==> config.mk <==
export PLATFORM = sky130hd
export DESIGN_NAME = usbdec_top
export DESIGN_NICKNAME = d
export VERILOG_FILES = /design/src/shared/usbdec_pkg.sv /design/src/shared/usbdec_tmr_if.sv /design/src/core/usbdec_ep0mem.sv /design/src/core/usbdec_timer.sv /design/src/core/usbdec_top.sv
export SDC_FILE = /design/constraint.sdc
export NUM_CORES = 1
export LEC_CHECK = 0
export BUFFER_PORTS_ARGS = -buffer_cell sky130_fd_sc_hd__buf_2
export CORE_MARGIN = 2
export CORE_UTILIZATION = 45
export CTS_CLUSTER_DIAMETER = 150
export DETAILED_ROUTE_END_ITERATION = 8
export PLACE_DENSITY = 0.86
export SETUP_SLACK_MARGIN = 0.15
export SLEW_MARGIN = 20
export SYNTH_ARGS = -nofsm -noshare
export SYNTH_HDL_FRONTEND = slang
export SYNTH_SLANG_ARGS = --single-unit
==> constraint.sdc <==
create_clock -name CLK_SYS_I -period 2.4 [get_ports CLK_SYS_I]
set_clock_uncertainty 0.1 [all_clocks]
set_input_delay 0.48 -clock CLK_SYS_I [delete_from_list [all_inputs] [get_ports CLK_SYS_I]]
set_output_delay 0.48 -clock CLK_SYS_I [all_outputs]
set_load 0.02 [all_outputs]
==> src/shared/usbdec_pkg.sv <==
// shared constants of the usb device event and control block
package usbdec_pkg;
	// ------------------------------------------------------------
	// sizes
	// ------------------------------------------------------------
	localparam int NUM_EP = 8;
	localparam int NUM_CAUSE = 14;
	localparam int EP0_BYTES = 8;
	localparam int EP0_AW = 3;
	localparam int LVL_W = 2;
	localparam int ENG_W = 5;
	localparam int SUP_W = 8;
	localparam int BESL_W = 4;
	localparam int RST_CNT_W = 10;
	localparam int SUSP_W = 20;
	// ------------------------------------------------------------
	// timing
	// ------------------------------------------------------------
	localparam int CLK_FREQ_MHZ = 100;
	localparam int SUSPEND_TIME_US = 3000;
	localparam int SUSPEND_CYC = SUSPEND_TIME_US * CLK_FREQ_MHZ;
	localparam int PERI_DIV_DEF = 4;
	// ------------------------------------------------------------
	// field positions
	// ------------------------------------------------------------
	localparam int SUPPLY_POS = 5;
	localparam int ENG_SOF = 0;
	localparam int ENG_BRST = 1;
	localparam int ENG_EP0 = 2;
	localparam int ENG_LPM = 3;
	localparam int ENG_RESUME = 4;
	localparam int CAUSE_SUPPLY = 5;
	localparam int CAUSE_EP1 = 6;
	// ------------------------------------------------------------
	// encodings
	// ------------------------------------------------------------
	localparam logic [LVL_W-1:0] LVL_LOW = 2'h0;
	localparam logic [LVL_W-1:0] LVL_MED = 2'h1;
	localparam logic [1:0] LPM_RESP_NONE = 2'h0;
	localparam logic [SUP_W-1:0] SUP_ZERO = 8'h00;
endpackage : usbdec_pkg

==> src/shared/usbdec_tmr_if.sv <==
// carrier between the control logic and one event counter
`timescale 1ns/1ps
interface usbdec_tmr_if #(parameter int W = 10);
	logic run;
	logic tick;
	logic [W-1:0] limit;
	logic hit;
	modport ctrl (output run, output tick, output limit, input hit);
	modport tmr (input run, input tick, input limit, output hit);
endinterface : usbdec_tmr_if

==> src/core/usbdec_ep0mem.sv <==
// eight byte data store of the control endpoint, registered read
`timescale 1ns/1ps
module usbdec_ep0mem import usbdec_pkg::*; #(
	parameter int DEPTH = EP0_BYTES,
	parameter int AW = EP0_AW
) (
	input wire logic clk_i,
	input wire logic rstn_i,
	input wire logic wr_i,
	input wire logic [AW-1:0] waddr_i,
	input wire logic [7:0] wdata_i,
	input wire logic [AW-1:0] raddr_i,
	output logic [7:0] rdata_o
);
	logic [7:0] mem [DEPTH];

	// storage has no reset; only the read register does
	always_ff @(posedge clk_i) begin
		if (wr_i) begin
			mem[waddr_i] <= wdata_i;
		end
	end

	always_ff @(posedge clk_i or negedge rstn_i) begin
		if (!rstn_i) begin
			rdata_o <= 8'h00;
		end else begin
			rdata_o <= mem[raddr_i];
		end
	end
endmodule : usbdec_ep0mem

==> src/core/usbdec_timer.sv <==
// event counter that pulses once when a running count reaches its limit
`timescale 1ns/1ps
module usbdec_timer import usbdec_pkg::*; #(
	parameter int W = 10
) (
	input wire logic clk_i,
	input wire logic rstn_i,
	usbdec_tmr_if.tmr t
);
	logic [W-1:0] count;
	logic fired;
	logic hit;
	wire [W-1:0] next_count = count + 1'b1;
	wire reach = t.run && t.tick && !fired && (next_count >= t.limit);
	assign t.hit = hit;

	// count ticks while running; dropping run restarts from zero
	always_ff @(posedge clk_i or negedge rstn_i) begin
		if (!rstn_i) begin
			count <= '0;
			fired <= 1'b0;
			hit <= 1'b0;
		end else begin
			hit <= reach;
			if (!t.run) begin
				count <= '0;
				fired <= 1'b0;
			end else if (t.tick && !fired) begin
				count <= next_count;
				fired <= reach;
			end
		end
	end
endmodule : usbdec_timer

==> src/core/usbdec_top.sv <==
// usb device control, endpoint setup and event/interrupt logic
// ------------------------------------------------------------
// How it works
// - pull-up enable bit drives the D+ pull-up control output
// - pad select one gives D+/D- to general I/O, zero to usb
// - supply change sets sticky cause bit 5; mask raises irq; write one clears
// - supply present bit 5 reads one while supply is present
// - link power control: enable, handshake reply, reply to other sub-pid
// - lpm token captures BESL and remote wake into status
// - eight data endpoints plus control endpoint zero
// - in manual memory mode endpoint-active bits are ignored
// - per-endpoint direction bit selects IN or OUT
// - control endpoint has its own eight byte store
// - fourteen causes each routed by a level field to one of three lines
// - each line has a cause register showing its driving sources
// - SOF sets frame-start raw bit; irq only when masked in
// - masked status equals mask AND raw
// - no SOF for 3 ms enters suspend
// - SE0 starts peripheral-clock counter; reaching count raises bus reset
// - bus reset has raw, mask and masked bits
// - each data endpoint has enable bit and status bit
// - endpoint interrupts on done, enabled NAK, and error with flag
// - stall bit plus matching packet and ack mode gives stall event
// - ep0 interrupts on done and SETUP; software can force it
// - lpm token raises lpm event with raw, mask, masked bits
// - zero on D+ raises resume, only in active mode while suspended
`timescale 1ns/1ps
module usbdec_top import usbdec_pkg::*; #(
	parameter int SUSPEND_CYCLES = SUSPEND_CYC,
	parameter int PERI_DIV = PERI_DIV_DEF
) (
	input wire logic CLK_SYS_I,
	input wire logic RSTN_I,
	input wire logic PULLUP_EN_I,
	input wire logic PAD_FUNC_SEL_I,
	input wire logic SUPPLY_LEVEL_I,
	input wire logic [SUP_W-1:0] SUPPLY_MASK_I,
	input wire logic [SUP_W-1:0] SUPPLY_CLR_I,
	input wire logic LPM_ENABLE_I,
	input wire logic [1:0] LPM_HANDSHAKE_I,
	input wire logic [1:0] LPM_OTHER_RESP_I,
	input wire logic LPM_TOKEN_I,
	input wire logic LPM_OTHER_I,
	input wire logic [BESL_W-1:0] LPM_BESL_I,
	input wire logic LPM_RWAKE_I,
	input wire logic AUTO_MEM_I,
	input wire logic [NUM_EP-1:0] ENDPOINT_ACTIVE_REG_I,
	input wire logic [NUM_EP-1:0] EP_DIR_IN_I,
	input wire logic EP0_WR_I,
	input wire logic [EP0_AW-1:0] EP0_WADDR_I,
	input wire logic [7:0] EP0_WDATA_I,
	input wire logic [EP0_AW-1:0] EP0_RADDR_I,
	input wire logic [NUM_CAUSE*LVL_W-1:0] LVL_SEL_I,
	input wire logic [ENG_W-1:0] ENG_MASK_I,
	input wire logic [ENG_W-1:0] ENG_CLR_I,
	input wire logic [ENG_W-1:0] ENG_FORCE_I,
	input wire logic SOF_I,
	input wire logic SE0_I,
	input wire logic [RST_CNT_W-1:0] BUS_RST_CNT_I,
	input wire logic DP_LEVEL_I,
	input wire logic ACTIVE_MODE_I,
	input wire logic EP0_DONE_I,
	input wire logic EP0_SETUP_I,
	input wire logic [NUM_EP-1:0] EP_INT_EN_I,
	input wire logic [NUM_EP-1:0] EP_INT_CLR_I,
	input wire logic [NUM_EP-1:0] EP_DONE_I,
	input wire logic [NUM_EP-1:0] EP_NAK_I,
	input wire logic [NUM_EP-1:0] EP_NAK_EN_I,
	input wire logic [NUM_EP-1:0] EP_ERR_I,
	input wire logic [NUM_EP-1:0] EP_STALL_BIT_I,
	input wire logic [NUM_EP-1:0] EP_ACK_OUT_I,
	input wire logic [NUM_EP-1:0] EP_ACK_IN_I,
	input wire logic [NUM_EP-1:0] EP_OUT_PKT_I,
	input wire logic [NUM_EP-1:0] EP_IN_PKT_I,
	output logic PULLUP_ON_O,
	output logic PAD_GPIO_O,
	output logic [SUP_W-1:0] SUPPLY_CAUSE_O,
	output logic [SUP_W-1:0] SUPPLY_PRESENT_O,
	output logic LPM_RESP_VALID_O,
	output logic [1:0] LPM_RESP_O,
	output logic [BESL_W-1:0] LPM_BESL_O,
	output logic LPM_RWAKE_O,
	output logic [NUM_EP-1:0] EP_ENABLED_O,
	output logic [NUM_EP-1:0] EP_IS_IN_O,
	output logic [7:0] EP0_RDATA_O,
	output logic [ENG_W-1:0] ENG_RAW_O,
	output logic [ENG_W-1:0] ENG_MASKED_O,
	output logic [NUM_EP-1:0] EP_INT_SR_O,
	output logic [NUM_EP-1:0] EP_ERR_FLAG_O,
	output logic SUSPEND_O,
	output logic [NUM_CAUSE-1:0] CAUSE_LOW_O,
	output logic [NUM_CAUSE-1:0] CAUSE_MED_O,
	output logic [NUM_CAUSE-1:0] CAUSE_HIGH_O,
	output logic IRQ_LOW_O,
	output logic IRQ_MED_O,
	output logic IRQ_HIGH_O
);
	// ------------------------------------------------------------
	// peripheral clock enable and counters
	// ------------------------------------------------------------
	localparam logic [7:0] PERI_LAST = 8'(PERI_DIV - 1);
	localparam logic [SUSP_W-1:0] SUSP_LIMIT = SUSP_W'(SUSPEND_CYCLES);
	logic [7:0] div_cnt;
	logic peri_tick;
	usbdec_tmr_if #(.W(RST_CNT_W)) brst_t ();
	usbdec_tmr_if #(.W(SUSP_W)) susp_t ();

	// one-cycle enable stands in for the slower peripheral clock
	always_ff @(posedge CLK_SYS_I or negedge RSTN_I) begin
		if (!RSTN_I) begin
			div_cnt <= 8'h00;
			peri_tick <= 1'b0;
		end else begin
			peri_tick <= (div_cnt == PERI_LAST);
			div_cnt <= (div_cnt == PERI_LAST) ? 8'h00 : div_cnt + 8'h01;
		end
	end

	// SE0 runs the bus reset counter on the peripheral tick
	assign brst_t.run = SE0_I;
	assign brst_t.tick = peri_tick;
	assign brst_t.limit = BUS_RST_CNT_I;
	// every SOF restarts the idle-frame counter
	assign susp_t.run = !SOF_I;
	assign susp_t.tick = 1'b1;
	assign susp_t.limit = SUSP_LIMIT;

	usbdec_timer #(.W(RST_CNT_W)) u_brst (
		.clk_i(CLK_SYS_I),
		.rstn_i(RSTN_I),
		.t(brst_t)
	);
	usbdec_timer #(.W(SUSP_W)) u_susp (
		.clk_i(CLK_SYS_I),
		.rstn_i(RSTN_I),
		.t(susp_t)
	);

	// control endpoint store is apart from the shared data buffer
	usbdec_ep0mem u_ep0 (
		.clk_i(CLK_SYS_I),
		.rstn_i(RSTN_I),
		.wr_i(EP0_WR_I),
		.waddr_i(EP0_WADDR_I),
		.wdata_i(EP0_WDATA_I),
		.raddr_i(EP0_RADDR_I),
		.rdata_o(EP0_RDATA_O)
	);

	// ------------------------------------------------------------
	// event decode
	// ------------------------------------------------------------
	logic supply_q;
	wire supply_chg = SUPPLY_LEVEL_I != supply_q;
	wire resume_evt = !DP_LEVEL_I && ACTIVE_MODE_I && SUSPEND_O;
	wire ep0_evt = EP0_DONE_I || EP0_SETUP_I;
	wire [ENG_W-1:0] eng_evt = {resume_evt, LPM_TOKEN_I, ep0_evt,
		brst_t.hit, SOF_I};
	// set wins over clear so a coincident event is kept
	wire [ENG_W-1:0] next_raw = eng_evt | ENG_FORCE_I |
		(ENG_RAW_O & ~ENG_CLR_I);
	wire [ENG_W-1:0] next_masked = next_raw & ENG_MASK_I;
	wire [SUP_W-1:0] sup_set = SUP_W'(supply_chg) << SUPPLY_POS;
	wire [SUP_W-1:0] next_sup = sup_set | (SUPPLY_CAUSE_O & ~SUPPLY_CLR_I);
	wire sup_irq = |(next_sup & SUPPLY_MASK_I);
	// manual memory mode treats every endpoint as usable
	wire [NUM_EP-1:0] ep_use = AUTO_MEM_I ? ENDPOINT_ACTIVE_REG_I : '1;
	logic [NUM_EP-1:0] ep_evt;
	logic [NUM_EP-1:0] next_sr;
	logic [NUM_EP-1:0] next_err;

	// per endpoint event sources
	genvar g;
	generate
		for (g = 0; g < NUM_EP; g++) begin : g_ep
			wire stall_evt = EP_STALL_BIT_I[g] &&
				((EP_OUT_PKT_I[g] && EP_ACK_OUT_I[g]) ||
				(EP_IN_PKT_I[g] && EP_ACK_IN_I[g]));
			assign ep_evt[g] = ep_use[g] && (EP_DONE_I[g] ||
				(EP_NAK_I[g] && EP_NAK_EN_I[g]) ||
				EP_ERR_I[g] || stall_evt);
			assign next_sr[g] = ep_evt[g] ||
				(EP_INT_SR_O[g] && !EP_INT_CLR_I[g]);
			assign next_err[g] = (ep_use[g] && EP_ERR_I[g]) ||
				(EP_ERR_FLAG_O[g] && !EP_INT_CLR_I[g]);
		end
	endgenerate

	// ------------------------------------------------------------
	// level routing of the fourteen causes
	// ------------------------------------------------------------
	wire [NUM_CAUSE-1:0] cause = {next_sr & EP_INT_EN_I, sup_irq,
		next_masked};
	logic [NUM_CAUSE-1:0] to_low;
	logic [NUM_CAUSE-1:0] to_med;
	logic [NUM_CAUSE-1:0] to_high;

	// a level field of two or three sends the cause to the high line
	generate
		for (g = 0; g < NUM_CAUSE; g++) begin : g_route
			wire [LVL_W-1:0] lvl = LVL_SEL_I[g*LVL_W +: LVL_W];
			assign to_low[g] = cause[g] && (lvl == LVL_LOW);
			assign to_med[g] = cause[g] && (lvl == LVL_MED);
			assign to_high[g] = cause[g] && (lvl != LVL_LOW) &&
				(lvl != LVL_MED);
		end
	endgenerate

	// ------------------------------------------------------------
	// status registers
	// ------------------------------------------------------------
	// sticky flags, masked copies and line causes share one edge
	always_ff @(posedge CLK_SYS_I or negedge RSTN_I) begin
		if (!RSTN_I) begin
			ENG_RAW_O <= '0;
			ENG_MASKED_O <= '0;
			SUPPLY_CAUSE_O <= SUP_ZERO;
			EP_INT_SR_O <= '0;
			EP_ERR_FLAG_O <= '0;
			CAUSE_LOW_O <= '0;
			CAUSE_MED_O <= '0;
			CAUSE_HIGH_O <= '0;
			IRQ_LOW_O <= 1'b0;
			IRQ_MED_O <= 1'b0;
			IRQ_HIGH_O <= 1'b0;
		end else begin
			ENG_RAW_O <= next_raw;
			ENG_MASKED_O <= next_masked;
			SUPPLY_CAUSE_O <= next_sup;
			EP_INT_SR_O <= next_sr;
			EP_ERR_FLAG_O <= next_err;
			CAUSE_LOW_O <= to_low;
			CAUSE_MED_O <= to_med;
			CAUSE_HIGH_O <= to_high;
			IRQ_LOW_O <= |to_low;
			IRQ_MED_O <= |to_med;
			IRQ_HIGH_O <= |to_high;
		end
	end

	// ------------------------------------------------------------
	// pads, supply, endpoints, suspend
	// ------------------------------------------------------------
	// static controls are registered so every output is a flop
	always_ff @(posedge CLK_SYS_I or negedge RSTN_I) begin
		if (!RSTN_I) begin
			PULLUP_ON_O <= 1'b0;
			PAD_GPIO_O <= 1'b0;
			supply_q <= 1'b0;
			SUPPLY_PRESENT_O <= SUP_ZERO;
			EP_ENABLED_O <= '0;
			EP_IS_IN_O <= '0;
			SUSPEND_O <= 1'b0;
		end else begin
			PULLUP_ON_O <= PULLUP_EN_I;
			PAD_GPIO_O <= PAD_FUNC_SEL_I;
			supply_q <= SUPPLY_LEVEL_I;
			SUPPLY_PRESENT_O <= SUP_W'(SUPPLY_LEVEL_I) << SUPPLY_POS;
			EP_ENABLED_O <= ep_use;
			EP_IS_IN_O <= EP_DIR_IN_I;
			if (SOF_I || brst_t.hit) begin
				SUSPEND_O <= 1'b0;
			end else if (susp_t.hit) begin
				SUSPEND_O <= 1'b1;
			end
		end
	end

	// ------------------------------------------------------------
	// link power management
	// ------------------------------------------------------------
	// the reply pulses one cycle after the token or other sub-pid
	always_ff @(posedge CLK_SYS_I or negedge RSTN_I) begin
		if (!RSTN_I) begin
			LPM_RESP_VALID_O <= 1'b0;
			LPM_RESP_O <= LPM_RESP_NONE;
			LPM_BESL_O <= '0;
			LPM_RWAKE_O <= 1'b0;
		end else begin
			LPM_RESP_VALID_O <= LPM_TOKEN_I || LPM_OTHER_I;
			if (LPM_TOKEN_I) begin
				LPM_RESP_O <= LPM_ENABLE_I ? LPM_HANDSHAKE_I
					: LPM_RESP_NONE;
				LPM_BESL_O <= LPM_BESL_I;
				LPM_RWAKE_O <= LPM_RWAKE_I;
			end else if (LPM_OTHER_I) begin
				LPM_RESP_O <= LPM_OTHER_RESP_I;
			end
		end
	end
endmodule : usbdec_top

==> summary.txt <==
Run status
  – Outcome: finished, violations left
  – Violated checks: negative setup slack

STA
  – Worst max-slew margin expressed relative to the limit: 50.5%
  – Shortest period the worst path allows: 2.71 ns
  – Post-route clock period utilization: 113%
  – Timing-limited maximum frequency: 0.369 GHz
  – Number of setup violations in the final report: 2
  – Hold Vio Cnt, Final: 0
  – Number of pins exceeding their max-slew limit in the final report: 0
  – Worst-case setup margin in the final layout: -0.312 ns
  – Setup repair after global routing missed its margin: yes
  – Least-Margin Pin Slew: 0.723 ns

Job
  – Number of maximum-capacitance violations: 0

Hold path
  – Worst min path class: input port to register

Drt
  – Remaining number of nets flagged by the antenna check after routing: 0
  – Via count: 7434
  – Ratio of routed vias to standard cells: 5.21
  – Post-route DRC: 0
  – DR WL/cell: 19.5 µm
  – Initial detailed-routing violation count: 410
  – Post-detailed-routing wire length: 27.9 mm
  – Number of search-and-repair iterations in the first detailed-routing pass: 5

Global routing
  – Global-route wire length before repair: 41.2 mm
  – Remaining global-route overflow: 0
  – Number of antenna violations at the first check in global routing: 6
  – Number of global-route vias before repair: 7669
  – Largest net degree at the start of global routing: 53
  – Overall track demand over capacity in global routing: 24.7%

CTS
  – Clock transition at path regs: 0.06 ns
  – TritonCTS buffer count: 24
  – Number of clock sinks: 222
  – Clock tree root buffer cell: sky130_fd_sc_hd__clkbuf_16
  – CTS tree: yes
  – Level count of the clock H-tree: 1
  – Clock network latency to the later pin of the worst-skew pair: 0.50 ns
  – Maximum clock path buffer count: 3

Synthesis
  – Cell type with the largest total area after synthesis: sky130_fd_sc_hd__dfrtp_1
  – Most used flip-flop cell after synthesis: sky130_fd_sc_hd__dfrtp_1
  – Number of flops mapped to enable cells by yosys: 64
  – Async S/R FF share, synth: 71.2%
  – Netlist cell types: 62
  – Synth warnings: 0
  – Combined area of all synthesized cells: 9270 µm²
  – Mean area per synthesized cell: 12.9 µm²
  – Syn Inst Count: 719
  – Leading cell type by number of instances after synthesis: sky130_fd_sc_hd__dfrtp_1
  – Area share of the leading cell type in the synthesized netlist: 42.7%
  – #FFs+latches synth: 222
  – Biggest area contributors in the synthesized netlist: sky130_fd_sc_hd__dfrtp_1 (43%), sky130_fd_sc_hd__edfxtp_1 (21%), sky130_fd_sc_hd__mux4_2 (3.9%)
  – Top cells by count, synth: sky130_fd_sc_hd__dfrtp_1 (158), sky130_fd_sc_hd__edfxtp_1 (64), sky130_fd_sc_hd__nor2_1 (58)
  – Sequential area share after synthesis: 63.4%

Placed design
  – Quantity of I/O buffers inserted on ports: 326
  – Detailed-placement wirelength estimate: 21.4 mm
  – Routability congestion estimate: 0.910
  – Worst-case setup slack after placement: -0.461 ns

Worst setup path
  – Kind of cell adding the most delay to the critical path: simple AND/OR/NAND/NOR gates
  – Bufs and invs on worst path: 1
  – WP data arrival: 2.98 ns
  – Critical path data required time: 2.67 ns
  – Nature of the critical path startpoint: register
  – Cell with the biggest individual delay on the critical path: sky130_fd_sc_hd__or4_1
  – Most common cell type on the critical path: sky130_fd_sc_hd__or4_1
  – Stage delay of the slowest cell on the critical path: 0.50 ns
  – Type of the setup path with the least slack: register to register
  – Biggest fanout along the worst timing path: 2
  – Type of element capturing the critical path: register
  – Cells traversed along the worst timing path: and3b_1, o31ai_4, inv_2, a22o_1, or4_1, or3_1, or4_1

Power and ir drop
  – Worst vdd ir: 0.730 mV
  – PwrDens: 705 nW/µm²
  – Total leakage power: 6.03 nW

Floorplanning
  – Area of the placeable core: 20200 µm²
  – Vertical die dimension: 148 µm
  – Row Count: 52
  – IO Pins: 334
  – Horizontal extent of the die: 148 µm
  – Die area: 21800 µm²
  – Starting Density: 45.8%

Final layout
  – Post-layout net count: 1358
  – Filler Cells Inserted: 1537
  – Post-Route Utilization: 62.9%
  – Layout overhead on the synthesized area: 37.5%
  – Share of post-route cells with drive strength above 1: 42.3%
[path summary, 6_finish.rpt]
path                                 start  slack [ns]                end  cells past startpoint
setup reg to reg                 SUSPEND_O       -0.31         IRQ_HIGH_O                      7
min in group asynchronous           RSTN_I        0.36  SUPPLY_CAUSE_O[4]                      2
hold reg to reg               u_brst.t.hit        0.34          SUSPEND_O                      1
setup / recovery                 SUSPEND_O       -0.31         IRQ_HIGH_O                      7
max in group asynchronous           RSTN_I        1.21    EP_ENABLED_O[2]                      3
hold / removal             SUPPLY_CLR_I[3]        0.03  SUPPLY_CAUSE_O[3]                      2
[worst register-to-register path: cells and delay by family, from the launching register on]
family                 cells  cell delay [ns]
flip-flops                 1             0.41
buffers and inverters      1             0.06
AO/OA/AOI/OAI              2             0.56
AND/OR/NAND/NOR            4             1.46
[area by class of cell]
cell class | instances | area [µm²] | share of cell area (%)
flip-flops and latches | 222 | 5880 | 46.2
multi-input cells | 443 | 3240 | 25.5
repair buffers | 404 | 2290 | 18.0
clock buffers | 32 | 682 | 5.35
well taps | 270 | 338 | 2.65
clock inverters | 11 | 146 | 1.15
inverters | 38 | 143 | 1.12
diodes | 6 | 15.0 | 0.118
[repair_timing]
item                                    CTS  global route
pin swaps                                12             4
hold endpoints to repair                 43             0
cloned                                    0             0
gates resized for setup                  13            11
hold buffers                             11             0
endpoints found under the setup margin    5             6
buffers inserted                          4             1
[routing by layer]
| metal | track usage (%) | part of all wire [%] | up-vias |
|---|---|---|---|
| li1 | - | - | 3417 |
| met1 | 30.3 | 38 | 3589 |
| met5 | 0 | 0.029 | - |
| met4 | 11.6 | 4.8 | 2 |
| met3 | 6.02 | 7.8 | 90 |
| met2 | 41.3 | 49 | 336 |
[per-stage QoR]
| stage | instance area (µm²) | setup TNS [ns] | hold WS, ns | power, mW | instances |
|---|---|---|---|---|---|
| after floorplan | 9300 | -0.174 | 0.0844 | 4.65 | 725 |
| after global placement | 11700 | -0.910 | 0.308 | 5.19 | 1361 |
| after CTS | 12700 | -0.402 | 0.0114 | 9.05 | 1419 |
| final | 12700 | -0.355 | 0.0326 | 8.98 | 1426 |
| after detailed placement | 11700 | -1.01 | 0.314 | 5.22 | 1361 |
| after global routing | 12700 | -0.612 | 0.0258 | 9.30 | 1423 |
[cell usage in the layout (no fill, tap or decap), drive strengths merged, types with 14 or more instances in the layout]
| master | netlist | layout |
|---|---|---|
| and2 | 14 | 14 |
| buf | 11 | 393 |
| clkbuf | 11 | 32 |
| dfrtp | 158 | 158 |
| edfxtp | 64 | 64 |
| inv | 38 | 39 |
| mux4 | 16 | 16 |
| nand2 | 34 | 34 |
| nand2b | 20 | 20 |
| nand3 | 22 | 22 |
| nor2 | 58 | 58 |
| nor2b | 15 | 15 |
| nor3 | 16 | 16 |
| o21ai | 27 | 27 |
| xnor2 | 25 | 25 |
| xor2 | 16 | 16 |
[kinds of logic (layout without fill, tap and decap cells)]
family / after synthesis / count (layout) / share of synthesized area [%]
simple gates: 252 / 252 / 14.9
flops: 222 / 222 / 63.4
compound gates: 98 / 98 / 7.45
buf+inv: 60 / 485 / 2.75
xor+xnor: 41 / 41 / 3.88
mux: 32 / 32 / 5.79
fa+ha+maj: 13 / 13 / 1.76
other cells: 1 / 13 / 0.0405
[state kept, by name, summed over array words and instances, names as in the netlist, 10 cells and up]
name / count
u_ep0.mem: 64
CAUSE_LOW_O: 14
u_brst.count: 10
CAUSE_MED_O: 14
CAUSE_HIGH_O: 14
u_susp.count: 20
[where the power goes]
part	leakage [nW]	switching, mW	internal (mW)
Clock	0.397	1.47	2.33
Sequential	2.56	0.0772	4.06
Combinational	3.07	0.604	0.449
Total	6.03	2.15	6.83
(Power assumes the default switching activity.)
